--- src/dea_pkg.sv ---
`default_nettype none
package dea_pkg;

  // clock and bus geometry
  localparam int          CLK_PERIOD_NS = 10;       // pclk at 100 MHz
  localparam int          PADDR_W       = 12;       // enough for index 9Eh times four
  localparam logic [31:0] DATA_ZERO     = 32'h0000_0000;

  // register indices, byte address is four times the index
  localparam logic [7:0] IDX_FLAG   = 8'h0C;  // peripheral_flag_register
  localparam logic [7:0] IDX_BUFFER = 8'h9A;  // nv_byte_buffer
  localparam logic [7:0] IDX_LOC    = 8'h9B;  // nv_location_select
  localparam logic [7:0] IDX_CTRL   = 8'h9C;  // nv_control_primary
  localparam logic [7:0] IDX_UNLOCK = 8'h9D;  // nv_unlock_port, no storage
  localparam logic [7:0] IDX_STATUS = 8'h9E;  // nv_engine_status

  // field positions
  localparam int CTRL_RD_BIT    = 0;  // read start
  localparam int CTRL_WR_BIT    = 1;  // program start
  localparam int CTRL_EN_BIT    = 2;  // program_unlock_enable
  localparam int CTRL_ABORT_BIT = 3;  // program_abort_flag
  localparam int FLAG_DONE_BIT  = 7;  // program_done_flag
  localparam int LOC_TOP_BIT    = 7;  // upper half select on the large array
  localparam int STAT_BUSY_BIT  = 0;
  localparam int STAT_HOLD_BIT  = 1;
  localparam int STAT_ARMED_BIT = 2;

  // values
  localparam logic [7:0] UNLOCK_KEY_FIRST  = 8'h55;
  localparam logic [7:0] UNLOCK_KEY_SECOND = 8'hAA;
  localparam logic [7:0] ERASED_BYTE       = 8'hFF;
  localparam logic       ENABLE_RESET      = 1'b0;
  localparam logic       ABORT_RESET       = 1'b0;
  localparam logic       DONE_RESET        = 1'b0;

  // timing
  localparam int UNLOCK_GAP_NS      = 200;   // longest gap between unlock steps
  localparam int UNLOCK_GAP_CYCLES  = UNLOCK_GAP_NS / CLK_PERIOD_NS;
  localparam int PWRT_MS            = 72;    // power-up write hold
  localparam int PWRT_CYCLES_DEF    = PWRT_MS * 1000000 / CLK_PERIOD_NS;
  localparam int WRITE_TIME_US      = 4000;  // erase plus program
  localparam int WRITE_CYCLES_DEF   = WRITE_TIME_US * 1000 / CLK_PERIOD_NS;
  localparam int STRAP_SETTLE       = 3;     // strap seen through the synchroniser

  typedef enum logic [1:0] {UL_IDLE, UL_GOT_FIRST, UL_GOT_SECOND} dea_unlock_t;
  typedef enum logic [1:0] {WC_IDLE, WC_ERASE, WC_PROGRAM} dea_wcycle_t;

  // true when the apb address selects the word of a register index
  function automatic logic reg_hit(input logic [PADDR_W-1:0] addr, input logic [7:0] idx);
    reg_hit = (addr == {2'b00, idx, 2'b00});
  endfunction : reg_hit

endpackage : dea_pkg
`default_nettype wire

--- src/dea_top.sv ---
// Added by the designer: the APB interface to the registers.
`timescale 1ns/10ps
`default_nettype none
module dea_top
  import dea_pkg::*;
#(
  parameter bit LARGE_ARRAY  = 1'b1,              // 256-byte variant when set
  parameter int PWRT_CYCLES  = PWRT_CYCLES_DEF,   // power-up hold length
  parameter int WRITE_CYCLES = WRITE_CYCLES_DEF   // erase plus program length
)
(
  // clock and reset
  input  wire logic                pclk,
  input  wire logic                presetn,
  input  wire logic                ce,
  // apb slave
  input  wire logic                psel,
  input  wire logic                penable,
  input  wire logic                pwrite,
  input  wire logic [PADDR_W-1:0]  paddr,
  input  wire logic [31:0]         pwdata,
  output var  logic [31:0]         prdata,
  output var  logic                pready,
  output var  logic                pslverr,
  // reset sources and power-up strap, asynchronous pins
  input  wire logic                external_reset_pin_n,
  input  wire logic                watchdog_timeout,
  input  wire logic                brownout_reset,
  input  wire logic                pwrt_enable,
  // completion flag mirror
  output var  logic                program_done_flag
);

  localparam int PHASE_CYCLES = (WRITE_CYCLES + 1) / 2;  // erase and program halves

  // synchronisers, stage one read only by stage two
  logic [3:0]  pin_meta_reg;
  logic [3:0]  pin_sync_reg;
  // apb datapath
  logic [31:0] prdata_reg;
  logic        pready_reg;
  logic        pslverr_reg;
  // register state
  logic [7:0]  buffer_reg;      // nv_byte_buffer
  logic [7:0]  loc_reg;         // nv_location_select
  logic        rd_reg;
  logic        wr_reg;
  logic        enable_reg;
  logic        abort_reg;
  logic        done_reg;
  // engine state
  dea_wcycle_t wc_state;
  logic [31:0] wc_cnt_reg;
  logic [7:0]  wc_addr_reg;     // latched so software edits do not disturb a write
  logic [7:0]  wc_data_reg;
  logic [31:0] pwrt_cnt_reg;
  logic        pwrt_done_reg;
  // combinational
  logic        setup_ph;
  logic        wr_ev;
  logic        mapped;
  logic        any_rst;
  logic        pwrt_hold;
  logic        armed;
  logic        start_rd;
  logic        start_wr;
  logic        phase_end;
  logic        abort_ev;
  logic        prog_end;
  logic        mem_we;
  logic [7:0]  mem_wdata;
  logic [7:0]  mem_rdata;
  logic [7:0]  loc_eff;
  logic [31:0] rd_mux;

  // bring the pins into pclk; the reset pin is active low
  always_ff @(posedge pclk or negedge presetn)
  begin
    if (!presetn)
    begin
      pin_meta_reg <= 4'h0;
      pin_sync_reg <= 4'h0;
    end
    else if (ce)
    begin
      pin_meta_reg <= {pwrt_enable, brownout_reset, watchdog_timeout, ~external_reset_pin_n};
      pin_sync_reg <= pin_meta_reg;
    end
  end

  assign any_rst = |pin_sync_reg[2:0];

  // apb decode
  assign setup_ph = psel && !penable;
  assign wr_ev    = psel && penable && pready_reg && pwrite;
  assign mapped   = reg_hit(paddr, IDX_FLAG) || reg_hit(paddr, IDX_BUFFER) || reg_hit(paddr, IDX_LOC) ||
                    reg_hit(paddr, IDX_CTRL) || reg_hit(paddr, IDX_UNLOCK) || reg_hit(paddr, IDX_STATUS);

  // small variant ignores the top select bit
  assign loc_eff = LARGE_ARRAY ? loc_reg : {1'b0, loc_reg[LOC_TOP_BIT-1:0]};

  // read mux, unimplemented bits and the unlock port read zero
  always_comb
  begin
    rd_mux = DATA_ZERO;
    if (reg_hit(paddr, IDX_FLAG))
      rd_mux[FLAG_DONE_BIT] = done_reg;
    else if (reg_hit(paddr, IDX_BUFFER))
      rd_mux[7:0] = buffer_reg;
    else if (reg_hit(paddr, IDX_LOC))
      rd_mux[7:0] = loc_reg;
    else if (reg_hit(paddr, IDX_CTRL))
      rd_mux[3:0] = {abort_reg, enable_reg, wr_reg, rd_reg};  // upper nibble zero
    else if (reg_hit(paddr, IDX_STATUS))
      rd_mux[2:0] = {armed, pwrt_hold, wc_state != WC_IDLE};
    else
      rd_mux = DATA_ZERO;  // unlock port and unmapped
  end

  // no wait state: data and ready are registered in the setup cycle
  always_ff @(posedge pclk or negedge presetn)
  begin
    if (!presetn)
    begin
      prdata_reg  <= DATA_ZERO;
      pready_reg  <= 1'b0;
      pslverr_reg <= 1'b0;
    end
    else if (ce)
    begin
      pready_reg  <= setup_ph;
      pslverr_reg <= setup_ph && !mapped;
      if (setup_ph)
        prdata_reg <= pwrite ? DATA_ZERO : rd_mux;
    end
  end

  assign prdata  = prdata_reg;
  assign pready  = pready_reg;
  assign pslverr = pslverr_reg;

  // power-up hold: strap caught after release, then counted out
  always_ff @(posedge pclk or negedge presetn)
  begin
    if (!presetn)
    begin
      pwrt_cnt_reg  <= 32'h0000_0000;
      pwrt_done_reg <= 1'b0;
    end
    else if (ce && !pwrt_done_reg)
    begin
      pwrt_cnt_reg <= pwrt_cnt_reg + 32'h0000_0001;
      if (pwrt_cnt_reg >= 32'(STRAP_SETTLE) && (!pin_sync_reg[3] || pwrt_cnt_reg >= 32'(PWRT_CYCLES - 1)))
        pwrt_done_reg <= 1'b1;
    end
  end

  assign pwrt_hold = !pwrt_done_reg;

  // unlock sequencer
  dea_unlock u_unlock (
    .pclk     (pclk),
    .presetn  (presetn),
    .ce       (ce),
    .key_wr   (wr_ev && reg_hit(paddr, IDX_UNLOCK)),
    .key_data (pwdata[7:0]),
    .other_wr (wr_ev && !reg_hit(paddr, IDX_UNLOCK)),
    .armed    (armed)
  );

  // start conditions; writes of zero to start bits do nothing
  assign start_rd = wr_ev && reg_hit(paddr, IDX_CTRL) && pwdata[CTRL_RD_BIT] && wc_state == WC_IDLE;
  assign start_wr = wr_ev && reg_hit(paddr, IDX_CTRL) && pwdata[CTRL_WR_BIT] && enable_reg && armed &&
                    !pwrt_hold && !any_rst && wc_state == WC_IDLE;

  assign phase_end = (wc_state != WC_IDLE) && (wc_cnt_reg == 32'(PHASE_CYCLES - 1));
  assign abort_ev  = any_rst && (wc_state != WC_IDLE);
  assign prog_end  = phase_end && (wc_state == WC_PROGRAM) && !abort_ev;

  // write engine: erase then program, each timed internally
  always_ff @(posedge pclk or negedge presetn)
  begin
    if (!presetn)
    begin
      wc_state   <= WC_IDLE;
      wc_cnt_reg <= 32'h0000_0000;
    end
    else if (ce)
    begin
      wc_cnt_reg <= (phase_end || wc_state == WC_IDLE) ? 32'h0000_0000 : wc_cnt_reg + 32'h0000_0001;
      case (wc_state)
        WC_IDLE:
          if (start_wr)
            wc_state <= WC_ERASE;
        WC_ERASE:
          if (abort_ev)
            wc_state <= WC_IDLE;
          else if (phase_end)
            wc_state <= WC_PROGRAM;
        WC_PROGRAM:
          if (abort_ev || phase_end)
            wc_state <= WC_IDLE;
        default:
          wc_state <= WC_IDLE;
      endcase
    end
  end

  // target latched at start, so a cleared enable or new buffer cannot disturb it
  always_ff @(posedge pclk or negedge presetn)
  begin
    if (!presetn)
    begin
      wc_addr_reg <= 8'h00;
      wc_data_reg <= 8'h00;
    end
    else if (ce && start_wr)
    begin
      wc_addr_reg <= loc_eff;
      wc_data_reg <= buffer_reg;
    end
  end

  // array writes only at phase ends, never while held or aborting
  assign mem_we    = phase_end && !abort_ev && !pwrt_hold;
  assign mem_wdata = (wc_state == WC_ERASE) ? ERASED_BYTE : wc_data_reg;

  dea_mem u_mem (
    .pclk  (pclk),
    .ce    (ce),
    .we    (mem_we),
    .waddr (wc_addr_reg),
    .wdata (mem_wdata),
    .re    (start_rd),
    .raddr (loc_eff),
    .rdata (mem_rdata)
  );

  // start bits: set by software, cleared by hardware only
  always_ff @(posedge pclk or negedge presetn)
  begin
    if (!presetn)
    begin
      rd_reg <= 1'b0;
      wr_reg <= 1'b0;
    end
    else if (ce)
    begin
      rd_reg <= start_rd;  // one-cycle read
      if (start_wr)
        wr_reg <= 1'b1;
      else if (prog_end || abort_ev)
        wr_reg <= 1'b0;
    end
  end

  // write enable changes only by software write
  always_ff @(posedge pclk or negedge presetn)
  begin
    if (!presetn)
      enable_reg <= ENABLE_RESET;
    else if (ce && wr_ev && reg_hit(paddr, IDX_CTRL))
      enable_reg <= pwdata[CTRL_EN_BIT];
  end

  // abort flag: hardware set beats a software clear
  always_ff @(posedge pclk or negedge presetn)
  begin
    if (!presetn)
      abort_reg <= ABORT_RESET;
    else if (ce)
    begin
      if (abort_ev)
        abort_reg <= 1'b1;
      else if (wr_ev && reg_hit(paddr, IDX_CTRL))
        abort_reg <= pwdata[CTRL_ABORT_BIT];
    end
  end

  // done flag: set on completion, software must clear it
  always_ff @(posedge pclk or negedge presetn)
  begin
    if (!presetn)
      done_reg <= DONE_RESET;
    else if (ce)
    begin
      if (prog_end)
        done_reg <= 1'b1;
      else if (wr_ev && reg_hit(paddr, IDX_FLAG))
        done_reg <= pwdata[FLAG_DONE_BIT];
    end
  end

  assign program_done_flag = done_reg;

  // buffer and location: untouched by aborts, buffer also loaded by reads
  always_ff @(posedge pclk or negedge presetn)
  begin
    if (!presetn)
    begin
      buffer_reg <= 8'h00;
      loc_reg    <= 8'h00;
    end
    else if (ce)
    begin
      if (rd_reg)
        buffer_reg <= mem_rdata;
      else if (wr_ev && reg_hit(paddr, IDX_BUFFER))
        buffer_reg <= pwdata[7:0];
      if (wr_ev && reg_hit(paddr, IDX_LOC))
        loc_reg <= pwdata[7:0];
    end
  end
endmodule : dea_top
`default_nettype wire

--- src/dea_mem.sv ---
`timescale 1ns/10ps
`default_nettype none
module dea_mem
  import dea_pkg::*;
(
  // clock
  input  wire logic       pclk,
  input  wire logic       ce,
  // write port
  input  wire logic       we,
  input  wire logic [7:0] waddr,
  input  wire logic [7:0] wdata,
  // read port, data registered
  input  wire logic       re,
  input  wire logic [7:0] raddr,
  output var  logic [7:0] rdata
);

  logic [7:0] cells [256];  // the byte array, no reset like real cells

  // single write port
  always_ff @(posedge pclk)
  begin
    if (ce && we)
      cells[waddr] <= wdata;
  end

  // registered read keeps the output off the array path
  always_ff @(posedge pclk)
  begin
    if (ce && re)
      rdata <= cells[raddr];
  end

endmodule : dea_mem
`default_nettype wire

--- src/dea_unlock.sv ---
`timescale 1ns/10ps
`default_nettype none
module dea_unlock
  import dea_pkg::*;
(
  // clock and reset
  input  wire logic       pclk,
  input  wire logic       presetn,
  input  wire logic       ce,
  // register writes seen by the sequencer
  input  wire logic       key_wr,     // write to the unlock port
  input  wire logic [7:0] key_data,
  input  wire logic       other_wr,   // write to any other register
  // result
  output var  logic       armed       // next control write may start programming
);

  dea_unlock_t state_reg;
  logic [7:0]  gap_reg;  // cycles since the last step

  // sequence tracker: any stray write or slow step drops back to idle
  always_ff @(posedge pclk or negedge presetn)
  begin
    if (!presetn)
      state_reg <= UL_IDLE;
    else if (ce)
    begin
      if (other_wr)
        state_reg <= UL_IDLE;  // control write consumes the unlock too
      else if (key_wr)
      begin
        if (key_data == UNLOCK_KEY_FIRST)
          state_reg <= UL_GOT_FIRST;
        else if (key_data == UNLOCK_KEY_SECOND && state_reg == UL_GOT_FIRST)
          state_reg <= UL_GOT_SECOND;
        else
          state_reg <= UL_IDLE;
      end
      else if (state_reg != UL_IDLE && gap_reg >= 8'(UNLOCK_GAP_CYCLES))
        state_reg <= UL_IDLE;  // timing broken, write suppressed
    end
  end

  // gap counter restarts at every step
  always_ff @(posedge pclk or negedge presetn)
  begin
    if (!presetn)
      gap_reg <= 8'h00;
    else if (ce)
    begin
      if (key_wr || other_wr || state_reg == UL_IDLE)
        gap_reg <= 8'h00;
      else if (gap_reg != 8'hFF)
        gap_reg <= gap_reg + 8'h01;
    end
  end

  assign armed = (state_reg == UL_GOT_SECOND) && (gap_reg < 8'(UNLOCK_GAP_CYCLES));

endmodule : dea_unlock
`default_nettype wire

--- config.mk ---
export PLATFORM = sky130hd
export DESIGN_NAME = dea_top
export DESIGN_NICKNAME = d
export VERILOG_FILES = /design/src/dea_pkg.sv /design/src/dea_top.sv /design/src/dea_mem.sv /design/src/dea_unlock.sv
export SDC_FILE = /design/constraint.sdc
export NUM_CORES = 2
export LEC_CHECK = 0
export BUFFER_PORTS_ARGS = -buffer_cell sky130_fd_sc_hd__buf_2
export CORE_MARGIN = 5
export CORE_UTILIZATION = 38
export DETAILED_ROUTE_END_ITERATION = 12
export GPL_TIMING_DRIVEN = 1
export HOLD_SLACK_MARGIN = 0.03
export PLACE_DENSITY = 0.58
export SLEW_MARGIN = 40
export SYNTH_ARGS = -nofsm -noshare
export SYNTH_HDL_FRONTEND = slang
export SYNTH_SLANG_ARGS = --single-unit
--- constraint.sdc ---
create_clock -name pclk -period 6.6 [get_ports pclk]
set_clock_uncertainty 0.05 [all_clocks]
set_input_delay 1.65 -clock pclk [delete_from_list [all_inputs] [get_ports pclk]]
set_output_delay 1.65 -clock pclk [all_outputs]
set_load 0.1 [all_outputs]
==> metrics <==
EDFF count, synth ~2100; initial antenna violation count 5; crit path DAT 4.96 ns; max reg flops roughly 2000; register area share after synthesis 75.3%; Critical Path Source Type flop; vias in the first global route between 40000 and 50000; final setup fails 0; fin crit share between 60% and 70%; setup_tns 0 ns; Top Ports slightly below 90; Max clock buf depth 3; register bit total from synthesis 2188; Post-layout nets approximately 4400; slowest CP cell dfrtp_4; die extent in y around 500 µm; Final Critical Period between 4 and 5 ns; Hold WC Path Type flop to flop; Starting DRT DRC Count approximately 4200; routability cong. just over 0.8; total CTS buffers roughly 220; VDD IR max about 0.29 mV; die footprint roughly 240000 µm²; reg2reg start loc_eff[0]$_DFFE_PN0P_; clock slew at reported path FFs 0.06 ns; r2r worst-path depth 7; Initial Util around two fifths; Avg Vias per Cell 5.56; WL final 213000 µm; post-CTS sizing 0; Min-Delay Startpoint prdata[7]$_DFFE_PN0P_; # rows approximately 180; design area between 90000 and 100000 µm²; commonest non-fill, non-tap cell in the layout edfxtp_1; post-route ant nets 0; hold_buf cts 0; GRT Overall Usage between 10% and 20%; most frequent cells in the layout 2056 x edfxtp_1, 526 x mux4_2, 281 x nor2_1; worst setup path category flop to flop; clock latency on the worst-skew pair around 0.86 ns; area added between synthesis and finish 12.7%; FMAX about 220 MHz; Pre-Repair DR Iteration Count 7; cell count after synthesis about 4200; first-pass GRT wire length 308000 µm; Primary FF master, synth edfxtp_1; RSZ-0062 raised after global routing false; Via Count roughly 42000; setup repair bufs after CTS 0; post-synthesis cell type count slightly below 70; pre-CTS setup slack 1.87 ns; Final Non-Filler Cells roughly 7600; die width 487 µm; Netlist Area Pre-Place between 80000 and 90000 µm²; outcome finished clean; peak fanout along the critical path 36; crit-path cells buf_4, buf_4, mux4_2, mux4_2, and2_1, a211oi_1, nor3_1; Buf/Inv on CP 2; Crit. path cell count 7; post-placement cell count ~7100; CTS tree built; CTS sink count between 2000 and 2500; Placement Cell Area between 90000 and 100000 µm²; Final Hold Vio Count 0; relative slew slack roughly a third; crit end category flop; crit path launch loc_eff[0]$_DFFE_PN0P_; Final HPWL DP ~130000 µm; hold path depth 2; WP data required between 7 and 8 ns; DRC errors left 0; global route total overflow 0; Max-Cap Viols 0; yosys warns 0; CP top delay family multiplexers; Mean Syn Cell Area slightly above 20 µm²; CORE AREA between 200000 and 250000 µm²; htree depth 4; worst slew pin tran roughly 0.97 ns; routed len/inst between 20 and 30 µm; largest net degree at the start of global routing 161; Leakage 30.3 nW; IO buf count 40; asr flop ratio synth roughly 6.0%; Root Driver clkbuf_16; share of post-route cells with drive strength above 1 24.8%; fin util around 43%; pwr/cell area 279 nW/µm²; final worst slack approximately 2.1 ns; final-report max-slew violation count 0; Crit path largest cell delay approximately 0.77 ns
-- worst reg2reg max path: stages, from the launching register on --
cell      delay, ns
dfrtp_4        0.77
buf_4          0.72
buf_4          0.55
mux4_2         0.62
mux4_2         0.60
and2_1         0.22
a211oi_1       0.39
nor3_1         0.23
-- per-layer routing --
| metal | vias to the layer above | GRT usage, % | part of all wire, % |
|---|---|---|---|
| met4 | 0 | 4.99 | 2.4 |
| met3 | 275 | 3.61 | 7.1 |
| met2 | 1457 | 28.4 | 48 |
| li1 | 17698 | - | - |
| met1 | 22533 | 25.0 | 42 |
| met5 | - | 0 | 0 |
-- kinds of logic (layout without fill, tap and decap cells) --
logic type | Yosys count | after routing | share of synthesized area [%]
DFF | 2188 | 2188 | 75.3
muxes | 715 | 715 | 16.0
and+or+nand+nor | 713 | 713 | 3.91
other | 1 | 25 | 0.00434
adders and majority gates | 4 | 4 | 0.0579
buffers and inverters | 264 | 546 | 1.81
AOI/OAI and AO/OA | 290 | 290 | 2.34
xor gates and xnor gates | 61 | 61 | 0.618
-- where the power goes --
part / internal [W] / total (W) / switching, W
combinational: 0.0000410 / 0.000167 / 0.000126
clock: 0.00674 / 0.0120 / 0.00531
sequential: 0.0150 / 0.0150 / 0.0000195
total: 0.0218 / 0.0272 / 0.00545
-- final timing paths --
check                                             end  slack (ns)
max                          u_mem.rdata[4]$_DFFE_PP_        2.14
min                             prdata[7]$_DFFE_PN0P_        0.43
min reg2reg                     prdata[7]$_DFFE_PN0P_        0.43
max reg2reg                  u_mem.rdata[4]$_DFFE_PP_        2.14
min in group asynchronous  wc_cnt_reg[22]$_DFFE_PN0P_        0.59
max in group asynchronous      loc_eff[3]$_DFFE_PN0P_        5.13
-- through the flow --
stage / power, W / hold slack, ns
finish: 0.0272 / 0.427
global route: 0.0280 / 0.440
CTS: 0.0274 / 0.426
detailed placement: 0.0154 / 0.413
global placement: 0.0154 / 0.416
floorplan: 0.0154 / 0.393
-- synth_stat cells, types with 7 or more instances --
library cell / count / area (µm²)
edfxtp_1: 2056 / 61700
mux4_2: 526 / 11800
nor2_1: 342 / 1280
mux2i_1: 149 / 1490
dfrtp_1: 132 / 3300
nand2_1: 106 / 398
clkbuf_1: 96 / 360
buf_2: 58 / 290
nand3_1: 56 / 280
o21ai_0: 52 / 260
a21oi_1: 47 / 235
buf_4: 42 / 315
mux2_2: 40 / 450
xnor2_1: 33 / 289
buf_6: 32 / 360
a22o_1: 28 / 245
nand4_1: 28 / 175
o221ai_1: 28 / 245
xor2_1: 28 / 245
nor4_1: 27 / 169
o22ai_1: 27 / 169
a22oi_1: 26 / 195
nor3_1: 25 / 125
nor2b_1: 24 / 150
and3_1: 20 / 125
nand2b_1: 18 / 113
buf_1: 17 / 63.8
a211oi_1: 16 / 120
a221oi_1: 15 / 131
o31ai_1: 14 / 105
and4_1: 10 / 87.6
and2_1: 9 / 56.3
o32ai_1: 9 / 78.8
buf_8: 8 / 120
inv_1: 8 / 30.0
or2_2: 8 / 50.1
or3_1: 7 / 43.8
-- final cells by class --
| type | instances | area (µm²) |
|---|---|---|
| Antenna cell | 1 | 2.50 |
| Clock buffer | 274 | 5710 |
| Clock inverter | 133 | 1240 |
| Fill cell | 19613 | 129000 |
| Inverter | 10 | 38.8 |
| Multi-Input combinational cell | 1807 | 20200 |
| Sequential cell | 2188 | 65100 |
| Tap cell | 3009 | 3760 |
| Timing Repair Buffer | 129 | 1320 |
Power figures use the tool's default switching activity.
